==> config.mk <==
export PLATFORM = sky130hd
export DESIGN_NAME = lmm_regs
export DESIGN_NICKNAME = d
export VERILOG_FILES = /design/src/common/lmm_pkg.sv /design/src/hw/lmm_regs.sv
export SDC_FILE = /design/constraint.sdc
export NUM_CORES = 1
export LEC_CHECK = 0
export ABC_AREA = 1
export BUFFER_PORTS_ARGS = -buffer_cell sky130_fd_sc_hd__buf_2
export CAP_MARGIN = 10
export CELL_PAD_IN_SITES_DETAIL_PLACEMENT = 2
export CELL_PAD_IN_SITES_GLOBAL_PLACEMENT = 2
export CORE_AREA = 2 2 96 98
export CTS_CLUSTER_DIAMETER = 50
export DETAILED_ROUTE_END_ITERATION = 8
export DIE_AREA = 0 0 98 100
export HOLD_SLACK_MARGIN = 0.03
export PLACE_DENSITY_LB_ADDON = 0.15
export RECOVER_POWER = 100
export SYNTH_ARGS = -nofsm -noshare
export SYNTH_HDL_FRONTEND = slang
export SYNTH_SLANG_ARGS = --single-unit
==> constraint.sdc <==
create_clock -name clk -period 1.35 [get_ports clk]
set_input_delay 0.135 -clock clk [delete_from_list [all_inputs] [get_ports clk]]
set_output_delay 0.135 -clock clk [all_outputs]
set_load 0.02 [all_outputs]
==> src/common/lmm_pkg.sv <==
/*
 * Package for the linear-regulator event mask and buck load-current measurement slice:
 * register offsets, field positions, reset values and carrier structs.
 * Assumes an 8-bit register port with 8-bit addresses, decoded by the device's serial
 * host interface outside this block.
 */
package lmm_pkg;

   // ==========================================================================
   // register offsets
   localparam logic [7:0] OFS_LDO_EVENT_MASK    = 8'h23;
   localparam logic [7:0] OFS_LOAD_MEAS_SELECT  = 8'h24;
   localparam logic [7:0] OFS_LOAD_CURRENT_HIGH = 8'h25;
   localparam logic [7:0] OFS_LOAD_CURRENT_LOW  = 8'h26;

   // ==========================================================================
   // field positions in the event mask and select registers
   localparam int BIT_REG1_PG_FALL = 7;
   localparam int BIT_REG1_PG_RISE = 6;
   localparam int BIT_REG1_OC      = 4;
   localparam int BIT_REG0_PG_FALL = 3;
   localparam int BIT_REG0_PG_RISE = 2;
   localparam int BIT_REG0_OC      = 0;
   localparam logic [7:0] MASK_WRITABLE = 8'hDD;   // bits 5 and 1 read zero
   localparam int BIT_BUCK_SELECT  = 0;

   // ==========================================================================
   // reset values
   localparam logic [7:0] RST_LDO_EVENT_MASK = 8'h00;
   localparam logic       RST_BUCK_SELECT    = 1'b0;
   localparam logic [8:0] RST_LOAD_CURRENT   = 9'h000;

   // ==========================================================================
   // carrier types
   typedef struct packed {
      logic       wrEn;
      logic       rdEn;
      logic [7:0] addr;
      logic [7:0] wdata;
   } lmm_regreq_t;

   // per-regulator live conditions from the analogue side
   typedef struct packed {
      logic pgood;
      logic overcurrent;
   } lmm_regcond_t;

endpackage

==> src/hw/lmm_regs.sv <==
/*
 * Register slice for linear-regulator interrupt masks and buck load-current measurement.
 * Assumes the serial host interface presents one-cycle read/write strobes on clk, that
 * regulator conditions arrive asynchronously from analogue circuits, and that the
 * measurement engine answers a start pulse with a done pulse and a 9-bit result.
 */
// What this block does
// mask bit 7 blocks regulator1 power-good fall
// mask bit 6 blocks regulator1 power-good rise
// mask bit 4 blocks regulator1 overcurrent interrupt
// mask bit 3 blocks regulator0 power-good fall
// mask bit 2 blocks regulator0 power-good rise
// mask bit 0 blocks regulator0 overcurrent interrupt
// status keeps tracking regardless of masks
// select bit 0 picks buck, resets zero
// any select write starts a measurement
// master selected with dualPhase reports master plus slave
// slave selected reports its own current
// result bit 8 in high register bit0
// result low byte in low register
// completion raises maskable measurement-ready interrupt
// result held until next measurement completes
`timescale 1ns/10ps
module lmm_regs
(
   // clock, reset, enable
   input  wire logic                  clk,
   input  wire logic                  resetn,
   input  wire logic                  clkEn,
   // register port
   input  wire lmm_pkg::lmm_regreq_t  regReq,
   output      logic [7:0]            regRdata,
   // regulator conditions, asynchronous
   input  wire lmm_pkg::lmm_regcond_t reg0Cond,
   input  wire lmm_pkg::lmm_regcond_t reg1Cond,
   // measurement engine
   output      logic                  measStart,
   output      logic                  measBuck,
   input  wire logic                  measDone,
   input  wire logic [8:0]            phase0Current,
   input  wire logic [8:0]            phase1Current,
   input  wire logic                  dualPhase,
   input  wire logic                  meas_ready_irq_block,
   // interrupt events and live status
   output      logic                  reg0_pg_irq_flag,
   output      logic                  reg1_pg_irq_flag,
   output      logic                  reg0_overcurrent_irq_flag,
   output      logic                  reg1_overcurrent_irq_flag,
   output      logic                  meas_ready_irq_flag,
   output      logic [3:0]            linear_reg_status
);

   // ==========================================================================
   // input synchronisers
   // three stages; the first stage is seen only by the second
   logic [3:0] syncA;
   logic [3:0] syncB;
   logic [3:0] syncC;
   logic [3:0] condState;
   logic [3:0] next_condState;
   logic [3:0] rawCond;

   assign rawCond = {reg1Cond.overcurrent, reg1Cond.pgood,
                     reg0Cond.overcurrent, reg0Cond.pgood};

   // accept a change only when the two later stages agree
   always_comb
   begin
      for (int i = 0; i < 4; i++)
         next_condState[i] = (syncB[i] == syncC[i]) ? syncC[i] : condState[i];
   end

   always_ff @(posedge clk or negedge resetn)
   begin
      if (!resetn)
      begin
         syncA     <= 4'h0;
         syncB     <= 4'h0;
         syncC     <= 4'h0;
         condState <= 4'h0;
      end
      else if (clkEn)
      begin
         syncA     <= rawCond;
         syncB     <= syncA;
         syncC     <= syncB;
         condState <= next_condState;
      end
   end

   // status follows the conditions; masks never touch it
   assign linear_reg_status = condState;

   // ==========================================================================
   // registers
   logic [7:0] ldoEventMask;
   logic [7:0] next_ldoEventMask;
   logic       buckSel;
   logic       next_buckSel;
   logic       startPend;
   logic       next_startPend;
   logic [8:0] loadCurrent;
   logic [8:0] next_loadCurrent;
   logic       measBusy;
   logic       next_measBusy;

   function automatic logic hit(input lmm_pkg::lmm_regreq_t r, input logic [7:0] ofs);
      hit = (r.addr == ofs);
   endfunction

   // write decode and measurement bookkeeping
   always_comb
   begin
      next_ldoEventMask = ldoEventMask;
      next_buckSel      = buckSel;
      next_startPend    = 1'b0;
      next_loadCurrent  = loadCurrent;
      next_measBusy     = measBusy;
      if (regReq.wrEn && hit(regReq, lmm_pkg::OFS_LDO_EVENT_MASK))
         next_ldoEventMask = regReq.wdata & lmm_pkg::MASK_WRITABLE;
      if (regReq.wrEn && hit(regReq, lmm_pkg::OFS_LOAD_MEAS_SELECT))
      begin
         next_buckSel   = regReq.wdata[lmm_pkg::BIT_BUCK_SELECT];
         next_startPend = 1'b1;
      end
      // result only replaced on completion, so both bytes stay coherent
      if (measDone && measBusy)
      begin
         next_measBusy = 1'b0;
         if (buckSel == 1'b0 && dualPhase)
            next_loadCurrent = 9'(phase0Current + phase1Current);
         else if (buckSel == 1'b0)
            next_loadCurrent = phase0Current;
         else
            next_loadCurrent = phase1Current;
      end
      if (next_startPend)
         next_measBusy = 1'b1;   // a restart wins over a completion
   end

   always_ff @(posedge clk or negedge resetn)
   begin
      if (!resetn)
      begin
         ldoEventMask <= lmm_pkg::RST_LDO_EVENT_MASK;
         buckSel      <= lmm_pkg::RST_BUCK_SELECT;
         startPend    <= 1'b0;
         loadCurrent  <= lmm_pkg::RST_LOAD_CURRENT;
         measBusy     <= 1'b0;
      end
      else if (clkEn)
      begin
         ldoEventMask <= next_ldoEventMask;
         buckSel      <= next_buckSel;
         startPend    <= next_startPend;
         loadCurrent  <= next_loadCurrent;
         measBusy     <= next_measBusy;
      end
   end

   assign measStart = startPend & clkEn;
   assign measBuck  = buckSel;

   // ==========================================================================
   // read mux, combinational; unmapped offsets read zero
   always_comb
   begin
      case (regReq.addr)
         lmm_pkg::OFS_LDO_EVENT_MASK:    regRdata = ldoEventMask;
         lmm_pkg::OFS_LOAD_MEAS_SELECT:  regRdata = {7'h00, buckSel};
         lmm_pkg::OFS_LOAD_CURRENT_HIGH: regRdata = {7'h00, loadCurrent[8]};
         lmm_pkg::OFS_LOAD_CURRENT_LOW:  regRdata = loadCurrent[7:0];
         default:                        regRdata = 8'h00;
      endcase
   end

   // ==========================================================================
   // interrupt event generation from edges of the filtered conditions and from measurement completion
   logic [3:0] prevCond;
   logic [4:0] evt;
   logic [4:0] next_evt;
   logic       primed;

   always_comb
   begin
      next_evt    = 5'h00;
      next_evt[0] = primed && ((condState[0] && !prevCond[0]
                    && !ldoEventMask[lmm_pkg::BIT_REG0_PG_RISE])
                    || (!condState[0] && prevCond[0]
                    && !ldoEventMask[lmm_pkg::BIT_REG0_PG_FALL]));
      next_evt[1] = primed && condState[1] && !prevCond[1]
                    && !ldoEventMask[lmm_pkg::BIT_REG0_OC];
      next_evt[2] = primed && ((condState[2] && !prevCond[2]
                    && !ldoEventMask[lmm_pkg::BIT_REG1_PG_RISE])
                    || (!condState[2] && prevCond[2]
                    && !ldoEventMask[lmm_pkg::BIT_REG1_PG_FALL]));
      next_evt[3] = primed && condState[3] && !prevCond[3]
                    && !ldoEventMask[lmm_pkg::BIT_REG1_OC];
      next_evt[4] = measDone && measBusy && !next_startPend
                    && !meas_ready_irq_block;
   end

   // primed gates only the first enabled cycle after reset, while condState and prevCond both still hold zero
   always_ff @(posedge clk or negedge resetn)
   begin
      if (!resetn)
      begin
         prevCond <= 4'h0;
         evt      <= 5'h00;
         primed   <= 1'b0;
      end
      else if (clkEn)
      begin
         prevCond <= condState;
         evt      <= next_evt;
         primed   <= 1'b1;
      end
   end

   assign reg0_pg_irq_flag          = evt[0];
   assign reg0_overcurrent_irq_flag = evt[1];
   assign reg1_pg_irq_flag          = evt[2];
   assign reg1_overcurrent_irq_flag = evt[3];
   assign meas_ready_irq_flag       = evt[4];

   // ==========================================================================
   // assertions
   a_reg1_fall_mask: assert property (@(posedge clk) disable iff (!resetn)
      clkEn && primed && prevCond[2] && !condState[2] && !ldoEventMask[7]
      |=> reg1_pg_irq_flag)
      else $error("regulator1 power-good fall event lost");
   a_reg1_rise_mask: assert property (@(posedge clk) disable iff (!resetn)
      clkEn && primed && !prevCond[2] && condState[2] && ldoEventMask[6]
      |=> !reg1_pg_irq_flag)
      else $error("regulator1 power-good rise not masked");
   a_reg1_oc_mask: assert property (@(posedge clk) disable iff (!resetn)
      clkEn && ldoEventMask[4] |=> !reg1_overcurrent_irq_flag)
      else $error("regulator1 overcurrent interrupt while masked");
   a_reg0_fall_mask: assert property (@(posedge clk) disable iff (!resetn)
      clkEn && primed && prevCond[0] && !condState[0] && !ldoEventMask[3]
      |=> reg0_pg_irq_flag)
      else $error("regulator0 power-good fall event lost");
   a_reg0_rise_mask: assert property (@(posedge clk) disable iff (!resetn)
      clkEn && primed && !prevCond[0] && condState[0] && ldoEventMask[2]
      |=> !reg0_pg_irq_flag)
      else $error("regulator0 power-good rise not masked");
   a_reg0_oc_mask: assert property (@(posedge clk) disable iff (!resetn)
      clkEn && ldoEventMask[0] |=> !reg0_overcurrent_irq_flag)
      else $error("regulator0 overcurrent interrupt while masked");
   a_select_start: assert property (@(posedge clk) disable iff (!resetn)
      clkEn && regReq.wrEn && regReq.addr == lmm_pkg::OFS_LOAD_MEAS_SELECT
      |=> measStart || !clkEn)
      else $error("select write did not start a measurement");
   a_result_hold: assert property (@(posedge clk) disable iff (!resetn)
      clkEn && !(measDone && measBusy) |=> $stable(loadCurrent))
      else $error("result changed without a completed measurement");
   a_high_reads: assert property (@(posedge clk) disable iff (!resetn)
      regReq.addr == lmm_pkg::OFS_LOAD_CURRENT_HIGH |-> regRdata[7:1] == 7'h00)
      else $error("upper result register reserved bits not zero");

endmodule

# Word level (Yosys, flattened, before mapping)
# Index checks and enable logic that the tools add are counted.
[op_classes] addsub=1 n_eq_ne=8 muxes=6 n_bitwise=2 n_reduce_logical=47
[op_table] op="8-bit by 6-bit == test with 1-bit output, second input constant" count=4
[op_table] op="8-bit case mux with 4 select lines" count=1
[op_table] op="1-bit logical AND" count=22
[op_table] op="9-bit two-way mux" count=2
[op_table] op="2-bit AND reduction" count=8
[op_table] op="1-bit logical NOT" count=14
[op_table] op="9-bit adder" count=1
[op_table] op="1-bit == test" count=4
[op_table] op="1-bit two-way mux" count=3
[op_table] op="1-bit logical OR" count=2
[op_table] op="2-bit nonzero test" count=1
[op_table] op="1-bit AND" count=1
[op_table] op="1-bit inverter" count=1
[totals] regBits=44 inputBits=46 output_inout_bits=19 word_cells=79

# Longest topological paths before layout
# Gate-level depths: netlist of the first run.
[depth] ltp_word=6 ltp_mapped=11 mapped_depth_nobuf=11

# Worst setup path before layout of the first run
# No wires, ideal clock.
[synth_timing] path_kind="input-to-reg" startpoint="in phase0Current[0]" endpoint="reg loadCurrent[4]" setup_ps=78 arrival_ps=1271 required_ps=1272 slack_ps=2 path_stages=10 n_path_buf=0 path_cell_list="ha_1 -> inv_1 -> fa_1 -> inv_1 -> nand2_1 -> nand2_1 -> and2_1 -> or2_0 -> nand3_1 -> a21boi_1"
[synth_between] elab_chain_cells=2
[synth_lines] item="start: declaration" line="lmm_regs.sv:40" source="input wire logic [8:0] phase0Current,"
[synth_lines] item="9-bit adder" line="lmm_regs.sv:131" source="next_loadCurrent = 9'(phase0Current + phase1Current);"
[synth_lines] item="9-bit two-way mux" line="lmm_regs.sv:130" source="if (buckSel == 1'b0 && dualPhase)"
[synth_lines] item="end signal: assignment" line="lmm_regs.sv:148" source="loadCurrent <= lmm_pkg::RST_LOAD_CURRENT;"
[synth_lines] item="end signal: assignment" line="lmm_regs.sv:156" source="loadCurrent <= next_loadCurrent;"
[synth_lines] item="end: declaration" line="lmm_regs.sv:102" source="logic [8:0] loadCurrent;"
# No other way between the ends.
# A chain may end at the register's enable or synchronous reset.

# Worst setup path after layout of the first run
[layout_timing] startpoint="reg loadCurrent[0]" endpoint="out regRdata[0]"
[layout_between] elab_chain_cells=1
[layout_lines] item="8-bit case mux with 4 select lines" line="lmm_regs.sv:168" source="case (regReq.addr)"
[layout_lines] item="end: declaration" line="lmm_regs.sv:32" source="output logic [7:0] regRdata,"
# No other way between the ends.

==> flow_metrics.env, run 1 <==
export IMPL_drtIter0Drc=38
export IMPL_status="finished clean"
export IMPL_final_nets=473
export IMPL_htree_levels=2
export IMPL_viasPerCell=4.66
export IMPL_p_per_area_nw_per_um2=936
export IMPL_synth_simple_area_share_pct=30.1
export IMPL_routabilityCongestion=0.771
export IMPL_clock_latency_ps=290
export IMPL_synth_xor_area_share_pct=1.03
export IMPL_setup_tns_ps=0
export IMPL_synthesis_nets=391
export IMPL_synth_distinct_cells=36
export IMPL_clk_pin_slew_worst_paths_ps=80
export IMPL_max_slew_margin_pct=57.4
export IMPL_hold_path_class="input port to flip-flop"
export IMPL_cts_tree="yes"
export IMPL_synth_top_area_share_pct=43.0
export IMPL_core_area_um2=8890
export IMPL_avgRoutedWirePerCell_um=14.3
export IMPL_grt_pass1_wl_um=12900
export IMPL_vias=2472
export IMPL_setup_viol=0
export IMPL_finalCritPeriodShare_pct=94.1
export IMPL_ir_worst_vdd_uv=448
export IMPL_rsz0062_at_grt="true"
export IMPL_critical_path_arrival_ps=1140
export IMPL_crit_type="flip-flop to output port"
export IMPL_cts_buffers=5
export IMPL_dp_cells=521
export IMPL_syn_instance_count=336
export IMPL_clock_sinks=44
export IMPL_grt_usage_pct=16.2
export IMPL_hold_ws_ps=42.3
export IMPL_start_kind="flip-flop"
export IMPL_die_w_um=98
export IMPL_rows=35
export IMPL_antenna_found_initial=0
export IMPL_diodes=0
export IMPL_drt_wl_total_um=7560
export IMPL_root_buffer="clkbuf_8"
export IMPL_synth_fa_ha_area_share_pct=4.69
export IMPL_drv_slew=0
export IMPL_ios=65
export IMPL_synth_top_family_by_area="simple AND/OR/NAND/NOR gates"
export IMPL_antenna_left=0
export IMPL_layout_min_cycle_time_ps=1270
export IMPL_final_util_pct=36.0
export IMPL_area_delta_synth_final_pct=25.2
export IMPL_die_h_um=100
export IMPL_post_cts_buffers=0
export IMPL_leakage_nw=1.73
export IMPL_drive_gt1_share_pct=23.9
export IMPL_overflow=0
export IMPL_synth_compound_area_share_pct=12.2
export IMPL_synth_seq_cells=44
export IMPL_final_cells=530
export IMPL_worstMarginPinSlew_ps=639
export IMPL_yosysSeqAreaShare_pct=43.0
export IMPL_critPathCaptureType="output port"
export IMPL_cp_required_ps=1220
export IMPL_max_freq_ghz=0.787
export IMPL_initial_utilization_pct=28.8
export IMPL_cap_violations=0
export IMPL_synth_area_um2=2560
export IMPL_detailed_place_hpwl_um=6080
export IMPL_yosysWarnings=0
export IMPL_grt_pass1_vias=2584
export IMPL_dr_pass1_iters=4
export IMPL_clockBufferDepth=2
export IMPL_syn_area_per_cell_um2=7.62
export IMPL_hold_viol_final=0
export IMPL_crit_fanout=2
export IMPL_drcViolationCount=0
export IMPL_die_area_um2=9800
export IMPL_synth_area_leader_cell="dfrtp_1"
export IMPL_skew_ps=5.98
export IMPL_grt_max_degree=45
export IMPL_io_buffers=61
export IMPL_synthTopCellsByArea="dfrtp_1 43%, nand2_1 16%, inv_1 6.5%, ha_1 3.9%, nand3_1 3.7%"
export IMPL_synth_mux_area_share_pct=0
-- critical path, stage by stage (launching register included) --
cell and delay [ps]:
dfrtp_1 330, inv_1 50, or2_1 220, nand4_1 80
buf_2 170
-- worst paths after layout --
path	slack, ps	endpoint	start	depth (start not counted)
max in group asynchronous	420	syncC[2]	resetn	3
min reg2reg	480	syncB[3]	syncB[3]	2
min in group asynchronous	500	linear_reg_status[0]	resetn	3
max	80	regRdata[0]	loadCurrent[0]	4
max reg2reg	110	loadCurrent[0]	measBuck	5
min	40	syncA[1]	reg0Cond[0]	3
-- per-stage QoR --
stage	power (mW)	setup WS [ps]	instance area, um2
finish	3.00	80.0	3200
detailed placement	2.18	-241	3120
floorplan	1.88	1.72	2560
CTS	3.07	41.3	3230
global placement	2.15	-180	3120
global route	3.20	-15.8	3200
-- sequential cells by signal, summed over array words and instances, names as in the netlist --
name               cells
primed                 1
startPend              1
ldoEventMask           6
prevCond               4
measBusy               1
syncC                  4
syncA                  4
syncB                  4
measBuck               1
evt                    5
loadCurrent            9
linear_reg_status      4
-- cell type report --
cell class	instances	area, um2
clock buffer	7	86.3
clock inverter	1	7.51
fill	1083	5690
inverter	48	180
multi-input combinational	236	1230
sequential	44	1100
tap	111	139
timing repair buffer	83	458
-- synthesized netlist by cell type (all sizes together) --
master and count:
nand3 19, clkbuf 4, nor2 22, xnor2 3, o21ai 27, buf 4, ha 8, nand4 3
inv 48, dfrtp 44, o31ai 2, a21oi 11, nor3 1, a22oi 1, nand2 115, fa 1
and2 1, or2 6, nand3b 3, o22ai 5, nor4 1, o211ai 1, a211oi 2, a21boi 4
-- routing by layer --
layer | share of wire, % | up-vias | track usage (%)
li1 | - | 1223 | -
met1 | 48 | 1206 | 22.3
met2 | 48 | 41 | 27.1
met3 | 3.6 | 2 | 2.86
met4 | 0.34 | 0 | 2.56
met5 | 0 | - | 0
-- placed cells by master (no fill, tap or decap), types with 4 or more instances in the layout --
master	synthesis	final
or2_1	4	4
clkbuf_8	0	6
nand2_1	109	111
nor2_1	19	20
buf_2	2	48
clkbuf_1	4	11
o21ai_0	11	18
buf_4	0	18
o21ai_1	12	5
nand3_1	19	18
dfrtp_1	44	44
o21ai_2	4	4
ha_1	8	8
inv_1	44	45
a21oi_1	11	11
clkbuf_2	0	4
-- power breakdown --
group | internal (mW) | total [mW] | leakage (nW) | switching (mW)
combinational | 0.244 | 0.625 | 1.17 | 0.381
clock | 0.417 | 0.873 | 0.0445 | 0.456
sequential | 1.43 | 1.50 | 0.511 | 0.0757
-- kinds of logic after synthesis --
kind of cell | after synthesis
AND/OR/NAND/NOR | 171
AO/OA/AOI/OAI | 53
adder cells (fa/ha/maj) | 9
buffers and inverters | 56
XOR/XNOR | 3
flip-flops | 44
-- timing repair --
item	4_1_cts	5_1_grt
endpoints found under the hold margin	44	0
resized for setup	0	8
endpoints found under the setup margin	0	7
hold buffers	1	0
Note: power is estimated with default switching activity, not from simulation.
==> inputs of run 2 (changes only) <==
--- a/config.mk
+++ b/config.mk
@@ -6,7 +6,7 @@
 export NUM_CORES = 1
 export LEC_CHECK = 0
 export ABC_AREA = 1
-export BUFFER_PORTS_ARGS = -buffer_cell sky130_fd_sc_hd__buf_2
+export BUFFER_PORTS_ARGS = -buffer_cell sky130_fd_sc_hd__buf_4
 export CAP_MARGIN = 10
 export CELL_PAD_IN_SITES_DETAIL_PLACEMENT = 2
 export CELL_PAD_IN_SITES_GLOBAL_PLACEMENT = 2
==> run 2 against run 1 <==
Effect of this change: critical endpoint is now regRdata[6]; fmax decreased by 0.65%; critical path depth increased by 4; highest routed layer unchanged; clock power increased by 37%; final area increased by 5.7%; cell count unchanged; global-route usage increased by 0.97 points; register-to-register slack improved by 30 ps; die area unchanged; via count increased by 0.77%; combinational power increased by 7.7%; total power increased by 12%.
==> flow_metrics.env, run 2 (synthesized netlist as in run 1, its figures left out) <==
export IMPL_clockBufferDepth=2
export IMPL_rsz0062_at_grt="false"
export IMPL_cp_common_cell="buf_4"
export IMPL_ios=65
export IMPL_cts_buffers=5
export IMPL_final_cells=530
export IMPL_power_internal_mw=2.44
export IMPL_drt_wl_total_um=7880
export IMPL_cp_slowest_cell="clkbuf_2"
export IMPL_antenna_left=0
export IMPL_cpPeakStageDelay_ps=200
export IMPL_io_buffers=61
export IMPL_skew_ps=6.46
export IMPL_grt_pass1_wl_um=13500
export IMPL_drive_gt1_share_pct=24.6
export IMPL_rows=35
export IMPL_ir_worst_vdd_uv=403
export IMPL_avgRoutedWirePerCell_um=14.9
export IMPL_vias=2491
export IMPL_status="finished clean"
export IMPL_cp_required_ps=1220
export IMPL_leakage_nw=1.79
export IMPL_grt_pass1_vias=2677
export IMPL_cap_violations=0
export IMPL_area_delta_synth_final_pct=32.3
export IMPL_power_frac_comb_pct=20.0
export IMPL_diodes=0
export IMPL_critical_path_arrival_ps=1140
export IMPL_drtIter0Drc=43
export IMPL_dr_pass1_iters=4
export IMPL_netSwitchingPower_mw=0.932
export IMPL_crit_chain="buf_4 -> nor2_1 -> nand2_1 -> inv_2 -> nand4_4 -> buf_4 -> o22ai_2 -> clkbuf_2"
export IMPL_hold_path_class="input port to flip-flop"
export IMPL_critPathCaptureType="output port"
export IMPL_die_h_um=100
export IMPL_die_w_um=98
export IMPL_htree_levels=2
export IMPL_initial_utilization_pct=28.8
export IMPL_drv_slew=0
export IMPL_antenna_found_initial=0
export IMPL_max_freq_ghz=0.782
export IMPL_viasPerCell=4.70
export IMPL_core_area_um2=8890
export IMPL_die_area_um2=9800
export IMPL_finalCritPeriodShare_pct=94.7
export IMPL_p_seq_share_pct=44.5
export IMPL_largest_register_ffs=9
export IMPL_power_frac_clock_pct=35.5
export IMPL_grt_usage_pct=17.1
export IMPL_p_per_area_nw_per_um2=997
export IMPL_worstMarginPinSlew_ps=669
export IMPL_overflow=0
export IMPL_regMostFlops="loadCurrent"
export IMPL_clk_pin_slew_worst_paths_ps=80
export IMPL_start_kind="input port"
export IMPL_setup_viol=0
export IMPL_clock_sinks=44
export IMPL_netSwitchingFraction_pct=27.6
export IMPL_dp_cells=520
export IMPL_final_common_cell="nand2_1"
export IMPL_max_slew_margin_pct=55.4
export IMPL_root_buffer="clkbuf_8"
export IMPL_clock_latency_ps=300
export IMPL_hold_viol_final=0
export IMPL_crit_type="input port to output port"
export IMPL_layout_min_cycle_time_ps=1280
export IMPL_grt_max_degree=45
export IMPL_crit_fanout=4
export IMPL_worst_slack_ps=71.6
export IMPL_detailed_place_hpwl_um=6160
export IMPL_cts_tree="yes"
export IMPL_pre_cts_ws_ps=-210
export IMPL_drcViolationCount=0
export IMPL_routabilityCongestion=0.779
export IMPL_layout_common_cells="108 x nand2_1, 59 x buf_4, 45 x inv_1"
export IMPL_largestRegisters="loadCurrent x9, ldoEventMask x6, evt x5"
export IMPL_final_nets=474
==> run 2: cell types whose count changed in the layout (fill, tap and decap cells not counted), sizes merged <==
cell,previous run,this run
clkbuf,23,25
bufinv,0,2
buf,66,61
dlygate4sd3,1,3
clkinvlp,1,0
==> run 2: path summary, 6_finish.rpt <==
check	start	to	slack, ps	depth (start not counted)
hold / removal	regReq[7]	ldoEventMask[7]	40	3
setup reg to reg	measBuck	loadCurrent[4]	140	4
min in group asynchronous	resetn	evt[0]	410	2
max in group asynchronous	resetn	measBuck	480	2
hold reg to reg	syncB[1]	syncB[1]	480	2
setup / recovery	regReq[15]	regRdata[6]	70	8
==> run 2: per-layer routing <==
layer | track usage (%) | part of all wire (%) | vias up | routed length [um]
met5 | 0 | 0 | - | 0
met4 | 3.21 | 0.79 | 0 | 62
met3 | 2.58 | 3.3 | 7 | 257
met2 | 29.3 | 49 | 42 | 3830
met1 | 23.3 | 47 | 1215 | 3730
li1 | - | - | 1227 | -
==> run 2: worst max-delay path: cells and delay by family <==
kind	cells	cell delay [ps]
buffers and inverters	4	600
AND/OR/NAND/NOR	3	290
AO/OA/AOI/OAI	1	120
==> run 2: per-stage QoR <==
stage | power, mW | setup TNS [ps] | cell area (um2) | util [%] | hold slack (ps)
6_report | 3.37 | 0 | 3390 | 38.1 | 40.5
3_5_place_dp | 2.24 | -860 | 3270 | 36.8 | 186
2_1_floorplan | 1.88 | 0 | 2560 | - | -161
5_1_grt | 3.59 | 0 | 3390 | 38.1 | 37.0
4_1_cts | 3.46 | 0 | 3440 | 38.6 | 34.0
3_3_place_gp | 2.20 | -564 | 3270 | 36.8 | 184
==> run 2: power groups by stage <==
stage	Clock (mW)	Sequential, mW	Combinational, mW
after detailed placement	0	1.53	0.704
after global routing	1.29	1.52	0.777
after global placement	0	1.52	0.679
after CTS	1.24	1.51	0.717
final	1.20	1.50	0.673
after floorplan	0	1.55	0.326
==> run 2: cell type report <==
cell class,count,area [um2]
Fill cell,1057,5500
Inverter,48,180
Sequential cell,44,1100
Tap cell,111,139
Clock buffer,5,68.8
Timing Repair Buffer,84,592
Multi-Input combinational cell,236,1240
Clock inverter,2,60.1
==> run 2: what timing repair did <==
item                                    in CTS  in global routing
endpoints found under the setup margin       2                  4
hold buffers                                 3                  0
pin swaps                                    0                  1
gates cloned                                 0                  0
hold endpoints to repair                    46                  0
gates resized for setup                      2                  7
buffers inserted                             0                  0
==> inputs of run 3 (changes only) <==
--- a/config.mk
+++ b/config.mk
@@ -11,12 +11,12 @@
 export CELL_PAD_IN_SITES_DETAIL_PLACEMENT = 2
 export CELL_PAD_IN_SITES_GLOBAL_PLACEMENT = 2
 export CORE_AREA = 2 2 96 98
-export CTS_CLUSTER_DIAMETER = 50
 export DETAILED_ROUTE_END_ITERATION = 8
 export DIE_AREA = 0 0 98 100
 export HOLD_SLACK_MARGIN = 0.03
 export PLACE_DENSITY_LB_ADDON = 0.15
 export RECOVER_POWER = 100
+export REMOVE_ABC_BUFFERS = 1
 export SYNTH_ARGS = -nofsm -noshare
 export SYNTH_HDL_FRONTEND = slang
 export SYNTH_SLANG_ARGS = --single-unit
==> run 3 against run 2 <==
Effect of this change: sequential power hardly changed; final area is 1.8% higher; via count is 2.0% higher; register-to-register slack hardly changed; critical endpoint is now regRdata[4]; clock skew is 1.6 ps lower; sequential share of layout area is 0.58 points lower; sequential cell count stayed put.
==> flow_metrics.env, run 3 (synthesized netlist as in run 1, its figures left out) <==
export IMPL_status="finished clean"
export IMPL_finalInstanceArea_um2=3450
export IMPL_cap_violations=0
export IMPL_layout_min_cycle_time_ps=1280
export IMPL_skew_ps=4.91
export IMPL_clk_pin_slew_worst_paths_ps=90
export IMPL_reg2reg_from="measBuck"
export IMPL_initial_utilization_pct=28.8
export IMPL_hold_viol_final=0
export IMPL_drv_slew=0
export IMPL_htree_levels=2
export IMPL_area_delta_synth_final_pct=34.7
export IMPL_critPathCaptureType="output port"
export IMPL_crit_fanout=3
export IMPL_hold_ws_ps=44.7
export IMPL_cts_buffers=5
export IMPL_clock_latency_ps=310
export IMPL_avgRoutedWirePerCell_um=15.0
export IMPL_clock_sinks=44
export IMPL_regMostFlops="loadCurrent"
export IMPL_ios=65
export IMPL_antenna_left=0
export IMPL_post_cts_buffers=0
export IMPL_diodes=0
export IMPL_vias=2542
export IMPL_hold_path_class="input port to flip-flop"
export IMPL_dr_pass1_iters=3
export IMPL_drcViolationCount=0
export IMPL_p_per_area_nw_per_um2=939
export IMPL_rows=35
export IMPL_drtIter0Drc=35
export IMPL_critical_path_arrival_ps=1140
export IMPL_placed_area_um2=3280
export IMPL_crit_type="flip-flop to output port"
export IMPL_antenna_found_initial=0
export IMPL_clockBufferDepth=2
export IMPL_io_buffers=61
export IMPL_root_buffer="clkbuf_8"
export IMPL_min_from="regReq[4]"
export IMPL_routabilityCongestion=0.757
export IMPL_drt_wl_total_um=8060
export IMPL_layout_common_cells="109 x nand2_1, 60 x buf_4, 45 x inv_1"
export IMPL_ir_worst_vdd_uv=477
export IMPL_final_common_cell="nand2_1"
export IMPL_final_nets=482
export IMPL_r2r_end="loadCurrent[6]"
export IMPL_rr_worst_depth=4
export IMPL_grt_pass1_vias=2818
export IMPL_viasPerCell=4.72
export IMPL_grt_max_degree=45
export IMPL_finalCritPeriodShare_pct=94.6
export IMPL_worst_slack_ps=73.0
export IMPL_setup_viol=0
export IMPL_cpPeakStageDelay_ps=350
export IMPL_p_total_mw=3.24
export IMPL_start_kind="flip-flop"
export IMPL_crit_chain="inv_1 -> o22ai_4 -> clkbuf_2"
export IMPL_pre_cts_ws_ps=-199
export IMPL_drive_gt1_share_pct=25.2
export IMPL_core_area_um2=8890
export IMPL_die_area_um2=9800
export IMPL_grt_usage_pct=17.5
export IMPL_leakage_nw=1.82
export IMPL_overflow=0
export IMPL_largest_register_ffs=9
export IMPL_crit_family="flip-flops"
export IMPL_grt_pass1_wl_um=13900
export IMPL_cts_tree="yes"
export IMPL_cp_slowest_cell="dfrtp_1"
export IMPL_min_path_cells=3
export IMPL_hold_end="ldoEventMask[4]"
export IMPL_max_freq_ghz=0.783
export IMPL_r2r_slack_ps=150
export IMPL_die_h_um=100
export IMPL_detailed_place_hpwl_um=6400
export IMPL_largestRegisters="loadCurrent x9, ldoEventMask x6, evt x5"
export IMPL_rsz0062_at_grt="false"
export IMPL_die_w_um=98
export IMPL_cp_required_ps=1220
export IMPL_max_slew_margin_pct=57.4
export IMPL_worstMarginPinSlew_ps=639
export IMPL_path_buf_inv=2
## run 3: report_power, final
| part | internal [mW] | switching, mW | leakage (nW) | total, mW |
|---|---|---|---|---|
| Clock | 0.550 | 0.491 | 0.0552 | 1.04 |
| Combinational | 0.302 | 0.394 | 1.26 | 0.695 |
| Sequential | 1.43 | 0.0738 | 0.511 | 1.50 |
| Total | 2.28 | 0.958 | 1.82 | 3.24 |
## run 3: worst max path at each step
stage                startpoint        endpoint  slack [ps]  cells past startpoint
2_1_floorplan  phase0Current[0]  loadCurrent[4]           2                     10
3_3_place_gp   phase0Current[0]  loadCurrent[4]        -160                     11
3_5_place_dp   phase0Current[0]  loadCurrent[4]        -200                     11
4_1_cts                measBuck        measBuck          20                      2
5_1_grt              regReq[15]     regRdata[7]           9                      8
6_report        ldoEventMask[4]     regRdata[4]          70                      3
## run 3: layout make-up
class	instances	area, um2
clock buffers	6	72.6
clock inverters	2	35.0
fillers	1082	5440
inverters	48	180
multi-input cells	236	1270
flip-flops and latches	44	1100
well taps	111	139
repair buffers	92	649
## run 3: metal layers
layer / share of wire (%) / GRT usage [%]
met5: 0 / 0
met3: 2.8 / 2.44
met4: 0.61 / 3.21
met1: 47 / 23.4
met2: 49 / 30.8
## run 3: metrics by stage
step	utilization (%)	std cells	TNS [ps]
after global placement	36.9	523	-541
after detailed placement	36.9	523	-752
after CTS	39.3	539	0
after global routing	38.8	539	0
after floorplan	-	328	0
final	38.8	539	0
## run 3: what timing repair did
action                     in CTS  in global routing
hold buffers                    8                  0
cloned                          0                  0
hold endpoints to repair       51                  0
resized for setup               4                 10
setup endpoints to repair       3                  9
## run 3: worst reg2reg max path, stage by stage, from the launching register on
cell and delay, ps:
dfrtp_2 450, nor2_1 220, inv_2 130, a21oi_1 200
a21boi_1 90
